$ cat src/wdt_map.vh
`ifndef WDT_MAP_VH
`define WDT_MAP_VH

// ----------------------------------------------------------------
// Register byte offsets
// ----------------------------------------------------------------
`define WDT_OFF_CTRL      5'h00
`define WDT_OFF_PMODE1    5'h04
`define WDT_OFF_START     5'h08
`define WDT_OFF_REFRESH   5'h0c
`define WDT_OFF_STATUS    5'h10
`define WDT_OFF_MASK      5'h14
`define WDT_OFF_COUNT     5'h18

// ----------------------------------------------------------------
// Field positions and constants
// ----------------------------------------------------------------
`define WDT_CTRL_PRESEL_BIT   7
`define WDT_PM1_RSTSEL_BIT    2
`define WDT_ST_UNDER_BIT      0
`define WDT_ST_RESET_BIT      1
`define WDT_CNT_W             15
`define WDT_CNT_FULL          15'h7fff
`define WDT_PRE_W             7
`define WDT_DIV_LO            7'h0f
`define WDT_DIV_HI            7'h7f
`define WDT_RESP_OKAY         2'h0
`define WDT_RESP_SLVERR       2'h2

`endif

$ cat src/wdt_prescaler.v
`include "wdt_map.vh"

module wdt_prescaler
(
    // Clock and reset
    input  wire       mclk_i,
    input  wire       nrst_i,
    // Control
    input  wire       run_i,
    input  wire       hold_i,
    input  wire       div_hi_i,
    // Tick
    output reg        tick_o
);

    reg  [`WDT_PRE_W-1:0] pre_r;
    wire [`WDT_PRE_W-1:0] limit;

    assign limit = div_hi_i ? `WDT_DIV_HI : `WDT_DIV_LO;

    always @(posedge mclk_i or negedge nrst_i)
    begin
        if (!nrst_i)
        begin
            pre_r <= {`WDT_PRE_W{1'b0}};
        end
        else
        begin
            if (!run_i)
            begin
                pre_r <= {`WDT_PRE_W{1'b0}};
            end
            else if (!hold_i)
            begin
                if (pre_r >= limit)
                begin
                    pre_r <= {`WDT_PRE_W{1'b0}};
                end
                else
                begin
                    pre_r <= pre_r + 7'h01;
                end
            end
        end
    end

    // Tick in the cycle it is used, so a hold starting then keeps it
    always @*
    begin
        tick_o = run_i && !hold_i && (pre_r >= limit);
    end

endmodule // wdt_prescaler

$ cat src/wdt_unit.v
// The implementer's own choices: the placing of the registers and register access over AXI4-Lite.
`include "wdt_map.vh"

module wdt_unit
(
    // Clock and reset
    input  wire        mclk_i,
    input  wire        nrst_i,
    // Power modes
    input  wire        stop_mode_i,
    input  wire        wait_mode_i,
    // AXI4-Lite write address
    input  wire        s_axi_awvalid,
    output wire        s_axi_awready,
    input  wire [4:0]  s_axi_awaddr,
    // AXI4-Lite write data
    input  wire        s_axi_wvalid,
    output wire        s_axi_wready,
    input  wire [31:0] s_axi_wdata,
    input  wire [3:0]  s_axi_wstrb,
    // AXI4-Lite write response
    output reg         s_axi_bvalid,
    input  wire        s_axi_bready,
    output reg  [1:0]  s_axi_bresp,
    // AXI4-Lite read address
    input  wire        s_axi_arvalid,
    output wire        s_axi_arready,
    input  wire [4:0]  s_axi_araddr,
    // AXI4-Lite read data
    output reg         s_axi_rvalid,
    input  wire        s_axi_rready,
    output reg  [31:0] s_axi_rdata,
    output reg  [1:0]  s_axi_rresp,
    // Watchdog outputs
    output wire        irq_o,
    output reg         wdt_reset_o
);

    // ------------------------------------------------------------
    // State
    // ------------------------------------------------------------
    reg                    aw_got_r;
    reg  [4:0]             aw_addr_r;
    reg                    w_got_r;
    reg  [31:0]            w_data_r;
    reg  [3:0]             w_strb_r;
    reg                    running_r;
    reg                    presel_r;
    reg                    rstsel_r;
    reg  [`WDT_CNT_W-1:0]  cnt_r;
    reg  [1:0]             status_r;
    reg  [1:0]             mask_r;

    wire                   tick;
    wire                   hold;
    wire                   do_wr;
    wire                   wr_ok;
    wire                   start_wr;
    wire                   refresh_wr;
    wire                   underflow;
    wire [1:0]             ev;

    function addr_ok;
        input [4:0] a;
        begin
            addr_ok = (a[1:0] == 2'h0) && (a <= `WDT_OFF_COUNT);
        end
    endfunction

    // ------------------------------------------------------------
    // Bus write side
    // ------------------------------------------------------------
    assign s_axi_awready = !aw_got_r && !s_axi_bvalid;
    assign s_axi_wready  = !w_got_r && !s_axi_bvalid;
    assign do_wr         = aw_got_r && w_got_r && !s_axi_bvalid;
    assign wr_ok         = do_wr && addr_ok(aw_addr_r);
    // Only the write itself acts; its data is not looked at
    assign start_wr      = wr_ok && aw_addr_r == `WDT_OFF_START;
    assign refresh_wr    = wr_ok && aw_addr_r == `WDT_OFF_REFRESH;

    always @(posedge mclk_i or negedge nrst_i)
    begin
        if (!nrst_i)
        begin
            aw_got_r     <= 1'b0;
            aw_addr_r    <= 5'h00;
            w_got_r      <= 1'b0;
            w_data_r     <= 32'h0000_0000;
            w_strb_r     <= 4'h0;
            s_axi_bvalid <= 1'b0;
            s_axi_bresp  <= `WDT_RESP_OKAY;
        end
        else
        begin
            if (s_axi_awvalid && s_axi_awready)
            begin
                aw_got_r  <= 1'b1;
                aw_addr_r <= s_axi_awaddr;
            end
            if (s_axi_wvalid && s_axi_wready)
            begin
                w_got_r  <= 1'b1;
                w_data_r <= s_axi_wdata;
                w_strb_r <= s_axi_wstrb;
            end
            if (do_wr)
            begin
                aw_got_r     <= 1'b0;
                w_got_r      <= 1'b0;
                s_axi_bvalid <= 1'b1;
                s_axi_bresp  <= addr_ok(aw_addr_r) ? `WDT_RESP_OKAY
                                                   : `WDT_RESP_SLVERR;
            end
            else if (s_axi_bvalid && s_axi_bready)
            begin
                s_axi_bvalid <= 1'b0;
            end
        end
    end

    // ------------------------------------------------------------
    // Control registers
    // ------------------------------------------------------------
    always @(posedge mclk_i or negedge nrst_i)
    begin
        if (!nrst_i)
        begin
            presel_r <= 1'b0;
            rstsel_r <= 1'b0;
            mask_r   <= 2'h0;
        end
        else if (wr_ok && w_strb_r[0])
        begin
            if (aw_addr_r == `WDT_OFF_CTRL)
            begin
                presel_r <= w_data_r[`WDT_CTRL_PRESEL_BIT];
            end
            // Sticky: a zero never clears it
            if (aw_addr_r == `WDT_OFF_PMODE1 &&
                w_data_r[`WDT_PM1_RSTSEL_BIT])
            begin
                rstsel_r <= 1'b1;
            end
            if (aw_addr_r == `WDT_OFF_MASK)
            begin
                mask_r <= w_data_r[1:0];
            end
        end
    end

    // ------------------------------------------------------------
    // Counter
    // ------------------------------------------------------------
    assign hold      = stop_mode_i || wait_mode_i;
    assign underflow = running_r && !hold && tick &&
                       cnt_r == {`WDT_CNT_W{1'b0}};

    wdt_prescaler u_pre
    (
        .mclk_i   (mclk_i),
        .nrst_i   (nrst_i),
        .run_i    (running_r),
        .hold_i   (hold),
        .div_hi_i (presel_r),
        .tick_o   (tick)
    );

    always @(posedge mclk_i or negedge nrst_i)
    begin
        if (!nrst_i)
        begin
            running_r   <= 1'b0;
            cnt_r       <= `WDT_CNT_FULL;
            wdt_reset_o <= 1'b0;
        end
        else
        begin
            wdt_reset_o <= 1'b0;
            if (start_wr)
            begin
                running_r <= 1'b1;
                cnt_r     <= `WDT_CNT_FULL;
            end
            else if (refresh_wr && running_r)
            begin
                cnt_r <= `WDT_CNT_FULL;
            end
            else if (underflow)
            begin
                cnt_r <= `WDT_CNT_FULL;
                // 32768 steps of 16 or 128 clocks per period
                wdt_reset_o <= rstsel_r;
            end
            else if (running_r && !hold && tick)
            begin
                cnt_r <= cnt_r - 15'h0001;
            end
        end
    end

    // ------------------------------------------------------------
    // Interrupt status
    // ------------------------------------------------------------
    assign ev = {underflow && rstsel_r, underflow && !rstsel_r};

    always @(posedge mclk_i or negedge nrst_i)
    begin
        if (!nrst_i)
        begin
            status_r <= 2'h0;
        end
        else
        begin
            // Set wins over a write-one clear
            if (wr_ok && w_strb_r[0] && aw_addr_r == `WDT_OFF_STATUS)
            begin
                status_r <= (status_r & ~w_data_r[1:0]) | ev;
            end
            else
            begin
                status_r <= status_r | ev;
            end
        end
    end

    assign irq_o = |(status_r & mask_r);

    // ------------------------------------------------------------
    // Bus read side
    // ------------------------------------------------------------
    assign s_axi_arready = !s_axi_rvalid;

    always @(posedge mclk_i or negedge nrst_i)
    begin
        if (!nrst_i)
        begin
            s_axi_rvalid <= 1'b0;
            s_axi_rdata  <= 32'h0000_0000;
            s_axi_rresp  <= `WDT_RESP_OKAY;
        end
        else if (s_axi_arvalid && s_axi_arready)
        begin
            s_axi_rvalid <= 1'b1;
            s_axi_rresp  <= addr_ok(s_axi_araddr) ? `WDT_RESP_OKAY
                                                  : `WDT_RESP_SLVERR;
            case (s_axi_araddr)
                `WDT_OFF_CTRL:
                    s_axi_rdata <= {24'h0, presel_r, 7'h0};
                `WDT_OFF_PMODE1:
                    s_axi_rdata <= {29'h0, rstsel_r, 2'h0};
                `WDT_OFF_STATUS:
                    s_axi_rdata <= {30'h0, status_r};
                `WDT_OFF_MASK:
                    s_axi_rdata <= {30'h0, mask_r};
                `WDT_OFF_COUNT:
                    s_axi_rdata <= {16'h0000, running_r, cnt_r};
                default:
                    s_axi_rdata <= 32'h0000_0000;
            endcase
        end
        else if (s_axi_rvalid && s_axi_rready)
        begin
            s_axi_rvalid <= 1'b0;
        end
    end

endmodule // wdt_unit
$ cat config.mk
export PLATFORM = sky130hd
export DESIGN_NAME = wdt_unit
export DESIGN_NICKNAME = d
export VERILOG_FILES = /design/src/wdt_prescaler.v /design/src/wdt_unit.v
export VERILOG_INCLUDE_DIRS = /design/src /design/src/src
export SDC_FILE = /design/constraint.sdc
export NUM_CORES = 1
export LEC_CHECK = 0
export BUFFER_PORTS_ARGS = -buffer_cell sky130_fd_sc_hd__buf_2
export CAP_MARGIN = 20
export CORE_MARGIN = 1
export CORE_UTILIZATION = 40
export DETAILED_ROUTE_END_ITERATION = 10
export PLACE_DENSITY = 0.76
export SETUP_SLACK_MARGIN = 0.5
export SYNTH_ARGS = -nofsm -noshare
export SYNTH_HDL_FRONTEND = slang
export SYNTH_HIERARCHICAL = 1
export SYNTH_SLANG_ARGS = --single-unit
$ cat constraint.sdc
create_clock -name mclk_i -period 3.5 [get_ports mclk_i]
set_input_delay 0.175 -clock mclk_i [delete_from_list [all_inputs] [get_ports mclk_i]]
set_output_delay 0.175 -clock mclk_i [all_outputs]
set_load 0.02 [all_outputs]
==> results.toml, run 1 <==
[grt]
grt_usage_pct = 17.1
grt_pass1_wl_um = 11200
grt_pass1_vias = 2316
antenna_found_initial = 1
overflow = 0
grt_max_degree = 45

[sta]
hold_viol = 22
slew_viol_final = 0
whs_ns = -0.0253
layout_min_cycle_time_ns = 2.73
rsz0062_at_grt = "no"
fmax_mhz = 366
relSlewSlack_pct = 35.9
period_share_pct = 78.1
setup_ws_ns = 0.768
finClkSkew_ns = 0.00915
setup-tns-final_ns = 0
tightest_slew_ns = 0.962
setup_viol = 0

[synth]
ys_warn_count = 6
synth_cells = 307
netlist.area_leader.share_pct = 36.5
synth-compound-area-share_pct = 15.9
synthAdderAreaFrac_pct = 2.33
netlist_area_sq_mm = 0.00322
synth_xor_area_share_pct = 1.90
synth_edf_count = 0
synth_seq_area_share_pct = 48.7
synth_top_family_by_area = "simple AND/OR/NAND/NOR gates"
syn_avg_cell_area_sq_um = 10.5
synth_common_cells = "dfrtp_1, nand2_1, buf_4"
synth_area_leaders = "dfrtp_1, dfstp_2, buf_4"
async_flop_share_pct = 100
ys.flop_type = "dfrtp_1"
synth_mux_area_share_pct = 5.16
synth.most_common_cell = "dfrtp_1"
synth-simple-area-share_pct = 18.5
ys_types = 62
yosysTopAreaCell = "dfrtp_1"
synth_seq_cells = 62

[setup_path]
end_kind = "register"
startpoint_type = "register"
r2r_cells = 10
reg2reg_from = "presel_r"
regToRegSetupSlack_ns = 0.77
cp_max_fo = 5
cp.required_ns = 3.77
path_class = "reg2reg"
r2r-end = "cnt_r[14]"
arrival_ns = 3.00

[route]
avgViaCountPerCell = 5.32
vias = 2468
drc = 0
ant_nets = 0
wl_um = 6580
drt-pass1-iter-count = 4
dr.first_iter.drc_count = 208
wl_per_cell_um = 14.2

[layout]
fin_nets = 417
drive_gt1_share_pct = 28.8
area_growth_pct = 13.2

[run]
max_cap_viol_count = 0

[placed_design]
place.gp.congestion = 0.856
hpwl_um = 4780
io_buffers = 48
preCtsSetupSlack_ns = 0.798

[clocking]
root_buffer = "clkbuf_8"
cts.clk_slew.worst_paths_ns = 0.07
cts_repair_resize_count = 0
htree_levels = 3
clock_path_buffers = 2
cts_tree = "built"
clock_latency_ns = 0.35
cts_buffers = 9
cts_sinks = 62

[pwr]
p_leak_nw = 1.65
ir_drop_mv = 0.222
power_density_mw_per_mm2 = 531

[run_status]
status = "finished, violations left"
failed_checks = "negative hold slack"

[die]
dieArea_sq_mm = 0.00842
dieHeight_um = 91.8
rows = 32
fp.dieW_um = 91.8
coreArea_sq_mm = 0.00777
ios = 98
initial_core_util_pct = 41.5

[hold_path]
worstHoldPathType = "in2async"
[critical path: stages, from the launching register on]
cell	delay, ns
dfrtp_1	0.39
inv_1	0.09
ha_1	0.33
nand4_1	0.12
nor2_1	0.14
a21oi_1	0.08
nor2_1	0.13
nor4bb_1	0.46
nand4_1	0.27
nor4_1	0.28
mux2_1	0.35
[cell type report]
type	instances	area [sq um]
Tap cell	102	128
Clock buffer	11	131
Timing Repair Buffer	53	280
Inverter	8	30.0
Antenna cell	1	2.50
Fill cell	736	4120
Multi-Input combinational cell	222	1480
Clock inverter	5	27.5
Sequential cell	62	1570
[cells in the final DEF, fill, tap and decap left out, types with 12 or more instances in the layout]
master and count:
mux2_2 12, o21ai_0 14, dfstp_2 15, buf_2 48
conb_1 18, nor2_1 15, a21oi_1 12, a22o_1 13
nand2_1 27, dfrtp_1 47
[through the flow]
stage          util [%]  hold slack [ns]  cells  instance area (sq um)  total power [mW]
4_1_cts            47.0          0.00284    463                   3650              1.96
2_1_floorplan         -           -0.121    324                   3290              1.30
3_3_place_gp       44.8            0.361    446                   3480              1.40
3_5_place_dp       44.8            0.362    446                   3480              1.43
6_report           47.0          -0.0253    464                   3650              1.94
5_1_grt            47.0           0.0155    463                   3650              2.06
[state kept, by name, indices dropped and copies added (netlist names), 2 cells and up]
register / cells
aw_addr_r: 5
cnt_r: 15
mask_r: 2
s_axi_rdata: 16
status_r: 2
u_pre/pre_r: 7
w_data_r: 4
[cell families after synthesis]
kind of cell,count (synthesis)
and+or+nand+nor,100
muxes,15
xor gates and xnor gates,7
buffers and inverters,40
AOI/OAI and AO/OA,76
adders and majority gates,6
other,1
DFF,62
[how the worst max path moves through the flow]
stage,to,slack [ns],startpoint,cells past startpoint
after floorplan,cnt_r[14],1.08,presel_r,10
after global placement,cnt_r[14],0.85,presel_r,10
after detailed placement,cnt_r[14],0.80,presel_r,10
after CTS,cnt_r[14],0.78,presel_r,10
after global routing,cnt_r[13],0.52,presel_r,10
final,cnt_r[14],0.77,presel_r,10
[metal layers]
layer	global-route usage, %	part of all wire (%)	vias up
li1	-	-	1208
met1	21.7	47	1190
met2	27.0	46	59
met3	5.06	5.0	11
met4	7.16	1.7	0
met5	0	0	-
[report_power, final]
group	internal (mW)	total, mW	switching, mW
sequential	0.851	0.985	0.134
combinational	0.195	0.432	0.237
clock	0.252	0.522	0.271
[what timing repair did]
action / CTS / global route
endpoints found under the hold margin: 1 / 0
hold buffers: 1 / 0
setup buffers: 0 / 0
No activity file was read; power rests on OpenSTA's default activity.
==> inputs of run 2 (changes only) <==
Settings changed: PLACE_DENSITY 0.76 to 0.78.
Clock period 3.5 ns to 2.3 ns, I/O delays scaled along.
==> results.toml, run 2 (synthesized netlist as in run 1, its figures left out) <==
[placed_design]
hpwl_um = 5030
io_buffers = 48
preCtsSetupSlack_ns = -0.158
place.gp.congestion = 0.822
post_dp_cell_area_sq_mm = 0.00364

[sta]
slew_viol_final = 0
layout_min_cycle_time_ns = 2.47
fmax_mhz = 405
hold_viol = 0
tightest_slew_ns = 0.756
whs_ns = 0.0152
rsz0062_at_grt = "yes"
setup_ws_ns = -0.172
setup_viol = 10
finClkSkew_ns = 0.00913
relSlewSlack_pct = 49.6
period_share_pct = 107

[layout]
fin_nets = 450
finish.instance_area_sq_mm = 0.00409
drive_gt1_share_pct = 38.1
antennaDiodeCount = 0
largest_reg_flops = 16
area_growth_pct = 26.8
top_regs = "s_axi_rdata: 16 flops, cnt_r: 15 flops, u_pre/pre_r: 7 flops"
regMostFlops = "s_axi_rdata"
layout_common_cells = "buf_2, dfrtp_1, nand2_1, buf_4, conb_1"
utilization_pct = 52.6
fillers = 698
layout_commonest_cell = "buf_2"

[clocking]
cts.clk_slew.worst_paths_ns = 0.07
cts_buffers = 9
cts_tree = "built"
cts_sinks = 62
htree_levels = 3
clock_path_buffers = 2
clock_latency_ns = 0.34
root_buffer = "clkbuf_8"

[setup_path]
regToRegSetupSlack_ns = -0.17
cp_max_fo = 4
arrival_ns = 2.76
path_class = "reg2reg"
end_kind = "register"
startpoint_type = "register"
cp.required_ns = 2.58

[route]
drc = 0
vias = 2645
dr.first_iter.drc_count = 150
avgViaCountPerCell = 5.33
ant_nets = 0
wl_um = 7220
drt-pass1-iter-count = 4
wl_per_cell_um = 14.6

[die]
fp.dieW_um = 91.8
dieArea_sq_mm = 0.00842
rows = 32
dieHeight_um = 91.8
coreArea_sq_mm = 0.00777
initial_core_util_pct = 41.5
ios = 98

[pwr]
p_leak_nw = 1.86
ir_drop_mv = 0.296
power_density_mw_per_mm2 = 761
power_mw = 3.11

[grt]
overflow = 0
grt_pass1_wl_um = 11800
antenna_found_initial = 0
grt_usage_pct = 18.1
grt_pass1_vias = 2512
grt_max_degree = 63

[run]
max_cap_viol_count = 0

[run_status]
failed_checks = "negative setup slack"
status = "finished, violations left"

[hold_path]
worstHoldPathType = "in2reg"
==> run 2: worst paths after layout <==
kind                       depth (start not counted)             end           start
hold / removal                                     2     w_data_r[1]  s_axi_wdata[1]
min in group asynchronous                          3  s_axi_rdata[6]          nrst_i
setup / recovery                                   9       cnt_r[13]  u_pre/pre_r[5]
hold reg to reg                                    2  s_axi_rresp[1]  s_axi_rresp[1]
setup reg to reg                                   9       cnt_r[13]  u_pre/pre_r[5]
max in group asynchronous                          3  u_pre/pre_r[1]          nrst_i
==> run 2: critical path, cell delays in order, from the launching register on <==
cell,delay (ns)
dfrtp_1,0.42
ha_4,0.28
nand4_1,0.13
nor2_2,0.13
a21oi_1,0.07
nor2_1,0.16
nor4bb_4,0.29
nand4_1,0.27
or4_4,0.58
nand3_2,0.08
==> run 2: timing repair <==
| action | in CTS | in global routing |
|---|---|---|
| setup endpoints to repair | 19 | 29 |
| pin swaps | 2 | 13 |
| buffers inserted | 4 | 8 |
| endpoints found under the hold margin | 57 | 0 |
| hold buffers | 11 | 0 |
| gates resized for setup | 5 | 19 |
==> run 2: area by class of cell <==
cell class | count | area (sq um) | share of cell area [%]
repair buffers | 86 | 572 | 14.0
inverters | 8 | 30.0 | 0.735
clock buffers | 11 | 131 | 3.21
well taps | 102 | 128 | 3.12
clock inverters | 5 | 27.5 | 0.673
flip-flops and latches | 62 | 1570 | 38.5
multi-input cells | 222 | 1630 | 39.8
==> run 2: per-stage QoR <==
stage / instances / setup TNS, ns
2_1_floorplan: 324 / 0
3_3_place_gp: 457 / -0.122
3_5_place_dp: 457 / -0.234
4_1_cts: 488 / -0.253
5_1_grt: 496 / -2.99
6_report: 496 / -0.763
==> run 2: power breakdown <==
part / internal, mW / leakage (nW) / switching [mW] / total, mW
Combinational: 0.395 / 1.00 / 0.405 / 0.800
Sequential: 1.30 / 0.772 / 0.208 / 1.50
Clock: 0.383 / 0.0829 / 0.423 / 0.807
==> run 2: metal layers <==
metal / part of all wire, % / global-route usage (%)
met1: 44 / 22.8
met2: 49 / 29.3
met3: 5.3 / 4.31
met4: 1.9 / 8.20
met5: 0 / 0
